==> src/hdl/dwsc_consts.vh <==
// Constants for the dual wiper serial command unit
`ifndef DWSC_CONSTS_VH
`define DWSC_CONSTS_VH
`define DWSC_FRAME_BITS      24
`define DWSC_CMD_MSB         23
`define DWSC_CMD_LSB         20
`define DWSC_ADR_MSB         19
`define DWSC_ADR_LSB         16
`define DWSC_WIPER_BITS      10
`define DWSC_WIPER_MAX       10'h3FF
`define DWSC_MIDSCALE        16'h0200
`define DWSC_WIPER_MID       10'h200
`define DWSC_ADDR_FACTORY    4'hF
`define DWSC_USER_FIRST      4'h2
`define DWSC_USER_LAST       4'hE
`define DWSC_STORE_MS        15
`define DWSC_CLK_KHZ         125000
`define DWSC_STORE_CYCLES    (`DWSC_STORE_MS * `DWSC_CLK_KHZ)
`define DWSC_RDY_PULSE       5'h04
`define DWSC_CMD_NOP         4'h0
`define DWSC_CMD_RESTORE     4'h1
`define DWSC_CMD_SAVE_WIPER  4'h2
`define DWSC_CMD_SAVE_DATA   4'h3
`define DWSC_CMD_HALVE_ONE   4'h4
`define DWSC_CMD_HALVE_ALL   4'h5
`define DWSC_CMD_DEC_ONE     4'h6
`define DWSC_CMD_DEC_ALL     4'h7
`define DWSC_CMD_RELOAD_ALL  4'h8
`define DWSC_CMD_READ_NV     4'h9
`define DWSC_CMD_READ_WIPER  4'hA
`define DWSC_CMD_WRITE_WIPER 4'hB
`define DWSC_CMD_DOUBLE_ONE  4'hC
`define DWSC_CMD_DOUBLE_ALL  4'hD
`define DWSC_CMD_INC_ONE     4'hE
`define DWSC_CMD_INC_ALL     4'hF
`endif

==> src/hdl/dwsc_sync.v <==
// Two flip-flop synchroniser for a bundle of asynchronous levels
module dwsc_sync #(
  parameter W = 4
) (
  input  wire         clk_i,
  input  wire         rst_n_i,
  input  wire [W-1:0] rst_val_i,
  input  wire [W-1:0] d_i,
  output wire [W-1:0] q_o
);
  reg [W-1:0] meta_ff;
  reg [W-1:0] sync_ff;
  // Reset value is a constant tie-off at the instance
  always @(posedge clk_i) begin
    if (!rst_n_i) begin
      meta_ff <= rst_val_i;
      sync_ff <= rst_val_i;
    end else begin
      meta_ff <= d_i;
      sync_ff <= meta_ff;
    end
  end
  assign q_o = sync_ff;
endmodule // dwsc_sync

==> src/hdl/dwsc_unit.v <==
// Serial command unit of a dual wiper nonvolatile potentiometer
// Behaviour
// 24-bit MSB-first frame: command, address, data
// Nonvolatile store takes about 15 ms
// Shift register locked during a store
// Ready pulses low when store completes
// Locations 2 to 14 are user words
// Commands 0-3: nop, restore, save wiper, save data
// Commands 4,5 halve; 12,13 double
// Commands 6,7 decrement; 14,15 increment
// Commands 9,10 read word or wiper out
// Command 11 writes data into wiper
// Command 8 reloads both wipers
// Zero code is terminal B; unlimited rewrites
// Power-on loads wipers; factory value midscale
// Preset low: midscale; high again: reload
// Write protect blocks all but restores; code also lets nop and reads 9,10 run
// Serial output released while select high
// Address bit 0 picks channel; 15 reserved
// Wiper takes 10 bits, words take 16
// Count clock edges; clear count unless multiple four
// Empty select pulse repeats last command
// Slave in mode 0 or mode 3
// Output echoes previous frame's word
// Execute when select returns high
// Address 0 is channel one, 1 channel two
// Halve and decrement stop at zero
// Ready also marks commands 2,3,8,9,10, preset
// Double and increment saturate at full scale
`include "dwsc_consts.vh"
module dwsc_unit #(
  parameter STORE_CYCLES = `DWSC_STORE_CYCLES
) (
  input  wire       clk_i,
  input  wire       rst_n_i,
  input  wire       sclk_i,
  input  wire       cs_n_i,
  input  wire       sdi_i,
  input  wire       preset_strobe_n_i,
  input  wire       write_protect_n_i,
  output reg        sdo_o,
  output reg        sdo_oe_n_o,
  output reg        ready_o,
  output reg        ready_oe_n_o,
  output reg  [9:0] wiper_one_terminal_o,
  output reg  [9:0] wiper_two_terminal_o
);
  localparam ST_BOOT  = 2'h0;
  localparam ST_IDLE  = 2'h1;
  localparam ST_STORE = 2'h2;
  localparam ST_RDY   = 2'h3;

  wire [3:0] s;
  dwsc_sync #(.W(4)) u_sync (
    .clk_i     (clk_i),
    .rst_n_i   (rst_n_i),
    .rst_val_i (4'hF),
    .d_i       ({sclk_i, cs_n_i, preset_strobe_n_i, write_protect_n_i}),
    .q_o       (s)
  );
  wire sclk_s = s[3];
  wire cs_s   = s[2];
  wire pr_s   = s[1];
  wire wp_s   = s[0];

  reg  [15:0] nonvolatile_word_store [0:15];
  reg  [9:0]  wiper_register [0:1];
  reg  [1:0]  state_ff;
  reg  [31:0] timer_ff;
  reg  [23:0] shift_ff;
  reg  [23:0] echo_ff;
  reg  [23:0] last_ff;
  reg  [4:0]  bits_ff;
  reg         seen_ff;
  reg         booted_ff;
  reg         sclk_d_ff;
  reg         cs_d_ff;
  reg         pr_d_ff;
  reg         sdi_ff;
  reg         sdi_ff2;
  reg  [3:0]  pend_adr_ff;
  reg  [15:0] pend_dat_ff;
  reg  [4:0]  rdy_cnt_ff;
  integer     i;

  wire sclk_rise = sclk_s & ~sclk_d_ff;
  wire sclk_fall = ~sclk_s & sclk_d_ff;
  wire cs_rise   = cs_s & ~cs_d_ff;
  wire cs_fall   = ~cs_s & cs_d_ff;
  wire pr_fall   = ~pr_s & pr_d_ff;
  wire pr_rise   = pr_s & ~pr_d_ff;

  function [9:0] halve;
    input [9:0] v;
    halve = v >> 1;
  endfunction
  function [9:0] dbl;
    input [9:0] v;
    dbl = v[9] ? `DWSC_WIPER_MAX : {v[8:0], 1'b0};
  endfunction
  function [9:0] dec1;
    input [9:0] v;
    dec1 = (v == 10'h000) ? 10'h000 : v - 10'h001;
  endfunction
  function [9:0] inc1;
    input [9:0] v;
    inc1 = (v == `DWSC_WIPER_MAX) ? v : v + 10'h001;
  endfunction

  // Frame being executed: fresh bits, or a repeat on an empty pulse
  wire [23:0] frame = seen_ff ? shift_ff : last_ff;
  wire [3:0]  cmd   = frame[`DWSC_CMD_MSB:`DWSC_CMD_LSB];
  wire [3:0]  adr   = frame[`DWSC_ADR_MSB:`DWSC_ADR_LSB];
  wire [15:0] dat   = frame[15:0];
  wire        ch    = adr[0];
  wire        mod_ok = wp_s;
  wire        nv_ok  = (adr != `DWSC_ADDR_FACTORY);
  wire        frame_ok = (bits_ff == 5'd0) & (seen_ff | booted_ff);

  always @(posedge clk_i) begin
    if (!rst_n_i) begin
      state_ff     <= ST_BOOT;
      timer_ff     <= 32'h0;
      shift_ff     <= 24'h0;
      echo_ff      <= 24'h0;
      last_ff      <= 24'h0;
      bits_ff      <= 5'h0;
      seen_ff      <= 1'b0;
      booted_ff    <= 1'b0;
      sclk_d_ff    <= 1'b1;
      cs_d_ff      <= 1'b1;
      pr_d_ff      <= 1'b1;
      sdi_ff       <= 1'b0;
      sdi_ff2      <= 1'b0;
      pend_adr_ff  <= 4'h0;
      pend_dat_ff  <= 16'h0;
      rdy_cnt_ff   <= 5'h0;
      sdo_o        <= 1'b1;
      sdo_oe_n_o   <= 1'b1;
      ready_o      <= 1'b1;
      ready_oe_n_o <= 1'b1;
      wiper_register[0] <= 10'h000;
      wiper_register[1] <= 10'h000;
      wiper_one_terminal_o <= 10'h000;
      wiper_two_terminal_o <= 10'h000;
      // Factory contents; a real array would keep them over reset
      for (i = 0; i < 16; i = i + 1)
        nonvolatile_word_store[i] <= `DWSC_MIDSCALE;
    end else begin
      sclk_d_ff <= sclk_s;
      cs_d_ff   <= cs_s;
      pr_d_ff   <= pr_s;
      sdi_ff    <= sdi_i;
      sdi_ff2   <= sdi_ff;
      wiper_one_terminal_o <= wiper_register[0];
      wiper_two_terminal_o <= wiper_register[1];
      sdo_oe_n_o <= cs_s | sdo_o;
      if (rdy_cnt_ff != 5'h0) begin
        rdy_cnt_ff <= rdy_cnt_ff - 5'h01;
        ready_oe_n_o <= 1'b0;
        ready_o <= 1'b0;
      end else begin
        ready_oe_n_o <= 1'b1;
        ready_o <= 1'b1;
      end
      case (state_ff)
        ST_BOOT: begin
          wiper_register[0] <= nonvolatile_word_store[0][9:0];
          wiper_register[1] <= nonvolatile_word_store[1][9:0];
          state_ff <= ST_IDLE;
        end
        ST_STORE: begin
          // Serial edges are ignored here so the register stays locked
          if (timer_ff == 32'h0) begin
            nonvolatile_word_store[pend_adr_ff] <= pend_dat_ff;
            rdy_cnt_ff <= `DWSC_RDY_PULSE;
            state_ff <= ST_IDLE;
          end else begin
            timer_ff <= timer_ff - 32'h1;
          end
        end
        ST_IDLE: begin
          if (pr_fall) begin
            wiper_register[0] <= `DWSC_WIPER_MID;
            wiper_register[1] <= `DWSC_WIPER_MID;
          end else if (pr_rise) begin
            wiper_register[0] <= nonvolatile_word_store[0][9:0];
            wiper_register[1] <= nonvolatile_word_store[1][9:0];
            rdy_cnt_ff <= `DWSC_RDY_PULSE;
          end else if (cs_fall) begin
            seen_ff <= 1'b0;
            // Enable follows the new bit in the same cycle so the line never lags
            sdo_o      <= echo_ff[23];
            sdo_oe_n_o <= echo_ff[23];
          end else if (!cs_s && sclk_rise) begin
            // Sampling on the rising edge suits both mode 0 and mode 3
            shift_ff <= {shift_ff[22:0], sdi_ff2};
            seen_ff  <= 1'b1;
            bits_ff  <= (bits_ff == 5'd23) ? 5'd0 : bits_ff + 5'd1;
            echo_ff  <= {echo_ff[22:0], 1'b1};
          end else if (!cs_s && sclk_fall) begin
            sdo_o      <= echo_ff[23];
            sdo_oe_n_o <= echo_ff[23];
          end else if (cs_rise) begin
            sdo_o   <= 1'b1;
            seen_ff <= 1'b0;
            if (bits_ff[1:0] != 2'b00)
              bits_ff <= 5'd0;
            if (frame_ok) begin
              booted_ff <= 1'b1;
              last_ff   <= frame;
              echo_ff   <= frame;
              case (cmd)
                `DWSC_CMD_NOP: ;
                `DWSC_CMD_RESTORE:
                  wiper_register[ch] <= nonvolatile_word_store[ch][9:0];
                `DWSC_CMD_SAVE_WIPER: if (mod_ok) begin
                  pend_adr_ff <= {3'h0, ch};
                  pend_dat_ff <= {6'h00, wiper_register[ch]};
                  timer_ff    <= STORE_CYCLES - 1;
                  state_ff    <= ST_STORE;
                end
                `DWSC_CMD_SAVE_DATA: if (mod_ok && nv_ok) begin
                  pend_adr_ff <= adr;
                  pend_dat_ff <= dat;
                  timer_ff    <= STORE_CYCLES - 1;
                  state_ff    <= ST_STORE;
                end
                `DWSC_CMD_HALVE_ONE: if (mod_ok)
                  wiper_register[ch] <= halve(wiper_register[ch]);
                `DWSC_CMD_HALVE_ALL: if (mod_ok) begin
                  wiper_register[0] <= halve(wiper_register[0]);
                  wiper_register[1] <= halve(wiper_register[1]);
                end
                `DWSC_CMD_DEC_ONE: if (mod_ok)
                  wiper_register[ch] <= dec1(wiper_register[ch]);
                `DWSC_CMD_DEC_ALL: if (mod_ok) begin
                  wiper_register[0] <= dec1(wiper_register[0]);
                  wiper_register[1] <= dec1(wiper_register[1]);
                end
                `DWSC_CMD_RELOAD_ALL: begin
                  wiper_register[0] <= nonvolatile_word_store[0][9:0];
                  wiper_register[1] <= nonvolatile_word_store[1][9:0];
                  rdy_cnt_ff <= `DWSC_RDY_PULSE;
                end
                `DWSC_CMD_READ_NV: begin
                  echo_ff <= {frame[23:16], nv_ok ? nonvolatile_word_store[adr]
                                                 : 16'h0000};
                  rdy_cnt_ff <= `DWSC_RDY_PULSE;
                end
                `DWSC_CMD_READ_WIPER: begin
                  echo_ff <= {frame[23:16], 6'h00, wiper_register[ch]};
                  rdy_cnt_ff <= `DWSC_RDY_PULSE;
                end
                `DWSC_CMD_WRITE_WIPER: if (mod_ok)
                  wiper_register[ch] <= dat[9:0];
                `DWSC_CMD_DOUBLE_ONE: if (mod_ok)
                  wiper_register[ch] <= dbl(wiper_register[ch]);
                `DWSC_CMD_DOUBLE_ALL: if (mod_ok) begin
                  wiper_register[0] <= dbl(wiper_register[0]);
                  wiper_register[1] <= dbl(wiper_register[1]);
                end
                `DWSC_CMD_INC_ONE: if (mod_ok)
                  wiper_register[ch] <= inc1(wiper_register[ch]);
                default: if (mod_ok) begin
                  wiper_register[0] <= inc1(wiper_register[0]);
                  wiper_register[1] <= inc1(wiper_register[1]);
                end
              endcase
            end
          end
        end
        default: state_ff <= ST_IDLE;
      endcase
    end
  end
endmodule // dwsc_unit

==> config.mk <==
export PLATFORM = sky130hd
export DESIGN_NAME = dwsc_unit
export DESIGN_NICKNAME = d
export VERILOG_FILES = /design/src/hdl/dwsc_sync.v /design/src/hdl/dwsc_unit.v
export VERILOG_INCLUDE_DIRS = /design/src /design/src/hdl
export SDC_FILE = /design/constraint.sdc
export NUM_CORES = 1
export LEC_CHECK = 0
export BUFFER_PORTS_ARGS = -buffer_cell sky130_fd_sc_hd__buf_4
export CAP_MARGIN = 40
export CORE_ASPECT_RATIO = 0.8
export CORE_MARGIN = 8
export CORE_UTILIZATION = 30
export DETAILED_ROUTE_END_ITERATION = 16
export GPL_TIMING_DRIVEN = 0
export PLACE_DENSITY = 0.41
export SYNTH_ARGS = -nofsm -noshare
export SYNTH_HDL_FRONTEND = slang
export SYNTH_HIERARCHICAL = 1
export SYNTH_SLANG_ARGS = --single-unit
==> constraint.sdc <==
create_clock -name clk_i -period 5.6 [get_ports clk_i]
set_input_delay 0.28 -clock clk_i [delete_from_list [all_inputs] [get_ports clk_i]]
set_output_delay 0.28 -clock clk_i [all_outputs]
set_load 0.02 [all_outputs]
==> impl_metrics.yaml, run 1 <==
die:
  die_h_um: 266
  ios: 31
  die_w_um: 328
  initial_utilization_pct: 30.3
  core_area_um2: 77100
  rows: 91
  dieArea_um2: 87100
power_and_ir_drop:
  pwr-share-seq_pct: 38.9
  p_comb_share_pct: 28.0
  power.share.clock_pct: 33.1
  power_mw: 10.0
  p_leak_nw: 9.75
  internal_power_mw: 6.57
  vdd_drop_max_mv: 0.204
  p_sw_share_pct: 34.3
  powerDensity_nw_per_um2: 369
  power_switching_mw: 3.43
detailed_routing:
  via_per_inst: 5.45
  drc_errors: 0
  drt_iter0_drc: 2097
  wl_per_cell_um: 25.0
  vias: 20200
  drt_wl_total_um: 92700
  postRouteAntennaNets: 0
  dr.pass1.iters: 7
synthesis:
  syn_avg_cell_area_um2: 9.33
  synth_edf_count: 266
  syn-cell-area_um2: 23300
  synth_top_area_share_pct: 34.2
  synth_area_leaders: "edfxtp_1 34%, dfxtp_1 15%, nand2_1 6.9%"
  ys_types: 85
  yosys_register_bits: 440
  ys.flop_type: "edfxtp_1"
  syn_inst: 2502
  ys_warn_count: 6
  yosysSeqAreaShare_pct: 49.1
  async_flop_share_pct: 0
  synth_top_cell_by_area: "edfxtp_1"
global_routing:
  grt_pass1_wl_um: 135000
  grt_max_degree: 13
  track_usage_pct: 20.6
  grt_overflow: 0
  antenna_found_initial: 5
  first_global_vias: 19200
run:
  drv_cap: 0
worst_setup_path:
  r2r_cells: 13
  crit_path_start: "seen_ff"
  cp_slowest_cell: "a2111oi_1"
  critPathCaptureType: "flop"
  path_cells: "buf_2 -> mux2_2 -> buf_2 -> clkbuf_1 -> mux2i_1 -> ha_1 -> nand2b_1 -> nor4b_1 -> o21ai_1 -> o21ai_2 -> nor2_1 -> a2111oi_1 -> mux2i_1"
  cpPeakStageDelay_ns: 0.69
  cp_data_arrival_time_ns: 5.73
  r2r_start: "seen_ff"
  path_delay_family: "compound AO/OA/AOI/OAI gates"
  cp-start-kind: "flop"
  crit_cells: 13
  cp.required_ns: 5.91
  path_buf_inv: 3
  crit_type: "reg -> reg"
  crit_fanout: 10
final_layout:
  area_growth_pct: 16.2
  final_nets: 2670
  regArea_um2: 11500
  fill_cells: 7927
  multi_input_area_um2: 11000
  finalNonFillerCells: 3710
  drive_above_1_share_pct: 10.2
timing:
  maxSlewHeadroom_pct: 33.4
  fin_ws_ns: 0.180
  max_freq_ghz: 0.185
  worstMarginPinSlew_ns: 0.972
  finalHoldViolCount: 0
  slew_violations: 0
  grt_setup_unrepaired: "false"
  finalSetupViolations: 0
  skew_ns: 0.0214
  hold_ws_ns: 0.180
  period_share_pct: 96.8
  fin_setup_tns_ns: 0
  min_period_ns: 5.42
placed_design:
  place_ws_ns: 0.297
  place.gp.congestion: 0.917
  post-place-cells: 3608
  place_hpwl_um: 71100
  portBuffers: 30
clock_tree:
  clk_path_buf_depth: 3
  cts_made_buffers: 52
  cts_htree_levels: 2
  cts_sinks: 440
  worstSkewPairLatency_ns: 0.60
  root_buffer: "clkbuf_16"
  cts_tree: "yes"
  clkTransAtPathRegs_ns: 0.06
hold_path:
  hold_path_class: "in -> reg"
  hold_path_depth: 3
  min_from: "rst_n_i"
outcome:
  status: "finished clean"
-- kinds of logic (layout without fill, tap and decap cells) --
group,after synthesis,after routing,share of synthesized area [%]
and+or+nand+nor,1243,1243,27.4
muxes,90,90,4.15
adders and majority gates,18,18,0.965
xor gates and xnor gates,65,65,2.44
DFF,440,440,49.1
other,1,10,0.0161
AOI/OAI and AO/OA,422,422,12.0
buffers and inverters,223,399,3.86
-- path summary, 6_finish.rpt --
kind,to,slack (ns)
max,wiper_register[1][5],0.18
min,u_sync/q_o[0],0.18
max reg2reg,wiper_register[1][5],0.18
min reg2reg,echo_ff[16],0.45
-- power by group through the flow --
stage / Sequential [mW] / Clock [mW] / Combinational [mW]
after floorplan: 3.94 / 0 / 1.80
after CTS: 3.89 / 3.39 / 2.76
after detailed placement: 3.96 / 0 / 2.74
after global routing: 3.92 / 3.51 / 3.05
after global placement: 3.96 / 0 / 2.65
final: 3.90 / 3.31 / 2.80
-- per-stage QoR --
stage / utilization [%] / area [um^2]
after floorplan: - / 23400
after global placement: 32.3 / 24900
after detailed placement: 33.0 / 25400
after CTS: 35.2 / 27100
after global routing: 35.2 / 27100
final: 35.2 / 27100
-- layer usage --
layer	vias to the layer above	global-route usage, %	part of all wire [%]
li1	9258	-	-
met1	10100	31.4	50
met2	699	29.1	40
met3	112	4.45	7.7
met4	0	5.11	2.3
met5	-	0	0
-- cell usage after synthesis, types with 40 or more instances --
cell	count
a21oi_1	97
and2_1	254
clkbuf_1	140
dfxtp_1	174
edfxtp_1	266
mux2i_1	61
nand2_1	430
nand3_1	132
nand4_1	40
nor2_1	139
nor3_1	52
o21ai_0	69
-- registers in the layout, indices dropped and copies added, names as in the netlist, 10 cells and up --
register	flops
nonvolatile_word_store	246
timer_ff	32
echo_ff	24
last_ff	24
shift_ff	24
wiper_register	20
pend_dat_ff	16
wiper_one_terminal_o	10
wiper_two_terminal_o	10
-- cell type report --
cell class	instances	area share, %
Clock inverter	16	0.424
Antenna cell	2	0.0184
Multi-Input combinational cell	1846	40.7
Clock buffer	78	5.54
Timing Repair Buffer	82	2.97
Tap cell	1023	4.72
Buffer	192	2.90
Sequential cell	440	42.3
Inverter	31	0.429
-- worst min-delay path, delay by kind of cell --
| kind | cells | cell delay, ns |
|---|---|---|
| buffers and inverters | 2 | 0.29 |
| muxes | 1 | 0.19 |
-- what timing repair did --
| item | in CTS | in global routing |
|---|---|---|
| buffers inserted | 0 | 0 |
| hold buffers | 5 | 0 |
| gates resized for setup | 0 | 0 |
| hold endpoints to repair | 5 | 0 |
-- cell usage in the layout (no fill, tap or decap), drive strengths merged, types with 20 or more instances in the layout --
cell type / netlist / routed
mux2i: 62 / 62
a21oi: 97 / 97
nand3: 132 / 132
o21ai: 92 / 92
dfxtp: 174 / 174
mux2: 28 / 28
nand2: 430 / 430
buf: 52 / 124
o22ai: 20 / 20
a311oi: 30 / 30
xnor2: 28 / 28
o211ai: 25 / 25
and3: 32 / 32
nor4: 30 / 30
nand2b: 21 / 21
xor2: 37 / 37
nor3: 60 / 60
inv: 30 / 32
edfxtp: 266 / 266
nand4: 44 / 44
or3: 20 / 20
a211oi: 39 / 39
nor2: 151 / 151
and2: 255 / 255
a31oi: 23 / 23
clkbuf: 140 / 218
(Power assumes the default switching activity.)
==> run 2: changes to the inputs <==
--- a/config.mk
+++ b/config.mk
@@ -10,10 +10,10 @@
 export CAP_MARGIN = 40
 export CORE_ASPECT_RATIO = 0.8
 export CORE_MARGIN = 8
-export CORE_UTILIZATION = 30
+export CORE_UTILIZATION = 40
 export DETAILED_ROUTE_END_ITERATION = 16
 export GPL_TIMING_DRIVEN = 0
-export PLACE_DENSITY = 0.41
+export PLACE_DENSITY = 0.52
 export SYNTH_ARGS = -nofsm -noshare
 export SYNTH_HDL_FRONTEND = slang
 export SYNTH_HIERARCHICAL = 1
==> impl_metrics.yaml, run 2 (synthesized netlist as in run 1, its figures left out) <==
outcome:
  status: "finished clean"
power_and_ir_drop:
  p_leak_nw: 9.64
  vdd_drop_max_mv: 0.254
  powerDensity_nw_per_um2: 369
  power_mw: 9.81
detailed_routing:
  drt_iter0_drc: 2255
  postRouteAntennaNets: 0
  vias: 20200
  wl_per_cell_um: 24.7
  drt_wl_total_um: 84900
  dr.pass1.iters: 8
  drc_errors: 0
  via_per_inst: 5.88
die:
  dieArea_um2: 66400
  core_area_um2: 57900
  ios: 31
  die_w_um: 286
  die_h_um: 232
  initial_utilization_pct: 40.3
  rows: 79
worst_setup_path:
  critPathCaptureType: "flop"
  cp.required_ns: 5.90
  path_cells: "buf_2 -> mux2_2 -> buf_2 -> buf_1 -> a21o_1 -> inv_1 -> ha_1 -> nand2b_1 -> nor4b_1 -> o21ai_1 -> o21ai_2 -> nor2_1 -> a2111oi_1 -> mux2i_1"
  crit_fanout: 10
  cp_slowest_cell: "a2111oi_1"
  cp-start-kind: "flop"
  crit_type: "reg -> reg"
  r2r_cells: 14
  cpPeakStageDelay_ns: 0.75
  path_buf_inv: 4
  crit_cells: 14
  cp_data_arrival_time_ns: 5.55
  path_delay_family: "compound AO/OA/AOI/OAI gates"
  path_common_cell: "buf_2"
timing:
  max_freq_ghz: 0.190
  min_period_ns: 5.25
  finalSetupViolations: 0
  finalHoldViolCount: 0
  period_share_pct: 93.8
  fin_ws_ns: 0.348
  grt_setup_unrepaired: "false"
  fin_setup_tns_ns: 0
  worstMarginPinSlew_ns: 0.993
  maxSlewHeadroom_pct: 31.9
  slew_violations: 0
  hold_ws_ns: 0.183
  skew_ns: 0.0152
global_routing:
  first_global_vias: 18900
  antenna_found_initial: 2
  track_usage_pct: 24.8
  grt_max_degree: 13
  grt_overflow: 0
  grt_pass1_wl_um: 124000
hold_path:
  hold_path_class: "in -> reg"
  hold_path_depth: 3
final_layout:
  layout_common_cells: "430 x nand2_1, 266 x edfxtp_1, 254 x and2_1"
  final_area_um2: 26600
  final_common_cell: "nand2_1"
  area_growth_pct: 14.0
  drive_above_1_share_pct: 9.45
  fill_cells: 5642
  top_regs: "nonvolatile_word_store x246, timer_ff x32"
  top_register: "nonvolatile_word_store"
  postLayoutCoreUtil_pct: 45.9
  final_nets: 2656
  finalNonFillerCells: 3438
  largest_reg_flops: 246
clock_tree:
  clk_path_buf_depth: 3
  cts_made_buffers: 49
  root_buffer: "clkbuf_16"
  cts_htree_levels: 2
  post_cts_buffers: 0
  worstSkewPairLatency_ns: 0.59
  cts_tree: "yes"
  clkTransAtPathRegs_ns: 0.06
  cts_sinks: 440
placed_design:
  post-place-cells: 3344
  portBuffers: 30
  place_hpwl_um: 64600
  dpl_cell_area_um2: 25000
  place_ws_ns: 0.295
  place.gp.congestion: 0.987
run:
  drv_cap: 0
-- run 2: where the power goes --
part	leakage, nW	total [mW]	switching (mW)	internal, mW
combinational	4.76	2.71	1.79	0.924
sequential	4.12	3.89	0.189	3.70
clock	0.756	3.20	1.36	1.84
total	9.64	9.81	3.33	6.47
-- run 2: area by class of cell --
type | instances | area (um^2) | share of cell area [%]
sequential | 440 | 11500 | 43.1
multi-input combinational | 1846 | 11000 | 41.5
clock buffer | 66 | 1330 | 5.00
tap | 769 | 962 | 3.62
buffer | 192 | 787 | 2.96
timing repair buffer | 71 | 677 | 2.54
clock inverter | 21 | 213 | 0.799
inverter | 31 | 116 | 0.437
antenna | 2 | 5.00 | 0.0188
-- run 2: layer usage --
layer	track usage [%]	part of all wire, %	wire, um	up-vias
met2	34.9	40	34200	853
met3	5.33	8.8	7440	138
li1	-	-	-	9239
met4	7.32	2.9	2440	2
met5	0	0.015	13	-
met1	37.5	48	40800	9993
-- run 2: worst register-to-register path, cell delays in order (launching register included) --
cell and delay (ns):
dfxtp_1 0.43, buf_2 0.25, mux2_2 0.47, buf_2 0.25, buf_1 0.40, a21o_1 0.36, inv_1 0.20, ha_1 0.35
nand2b_1 0.09, nor4b_1 0.50, o21ai_1 0.19, o21ai_2 0.42, nor2_1 0.10, a2111oi_1 0.75, mux2i_1 0.20
-- run 2: path summary, 6_finish.rpt --
path	end	slack, ns	from
max	wiper_register[0][5]	0.35	seen_ff
min	u_sync/q_o[0]	0.18	rst_n_i
max reg2reg	wiper_register[0][5]	0.35	seen_ff
min reg2reg	sdi_ff2	0.44	sdi_ff
-- run 2: repair_timing --
action                                  in CTS  in global routing
endpoints found under the setup margin       0                  2
hold buffers                                 5                  0
resized for setup                            0                  2
endpoints found under the hold margin        5                  0
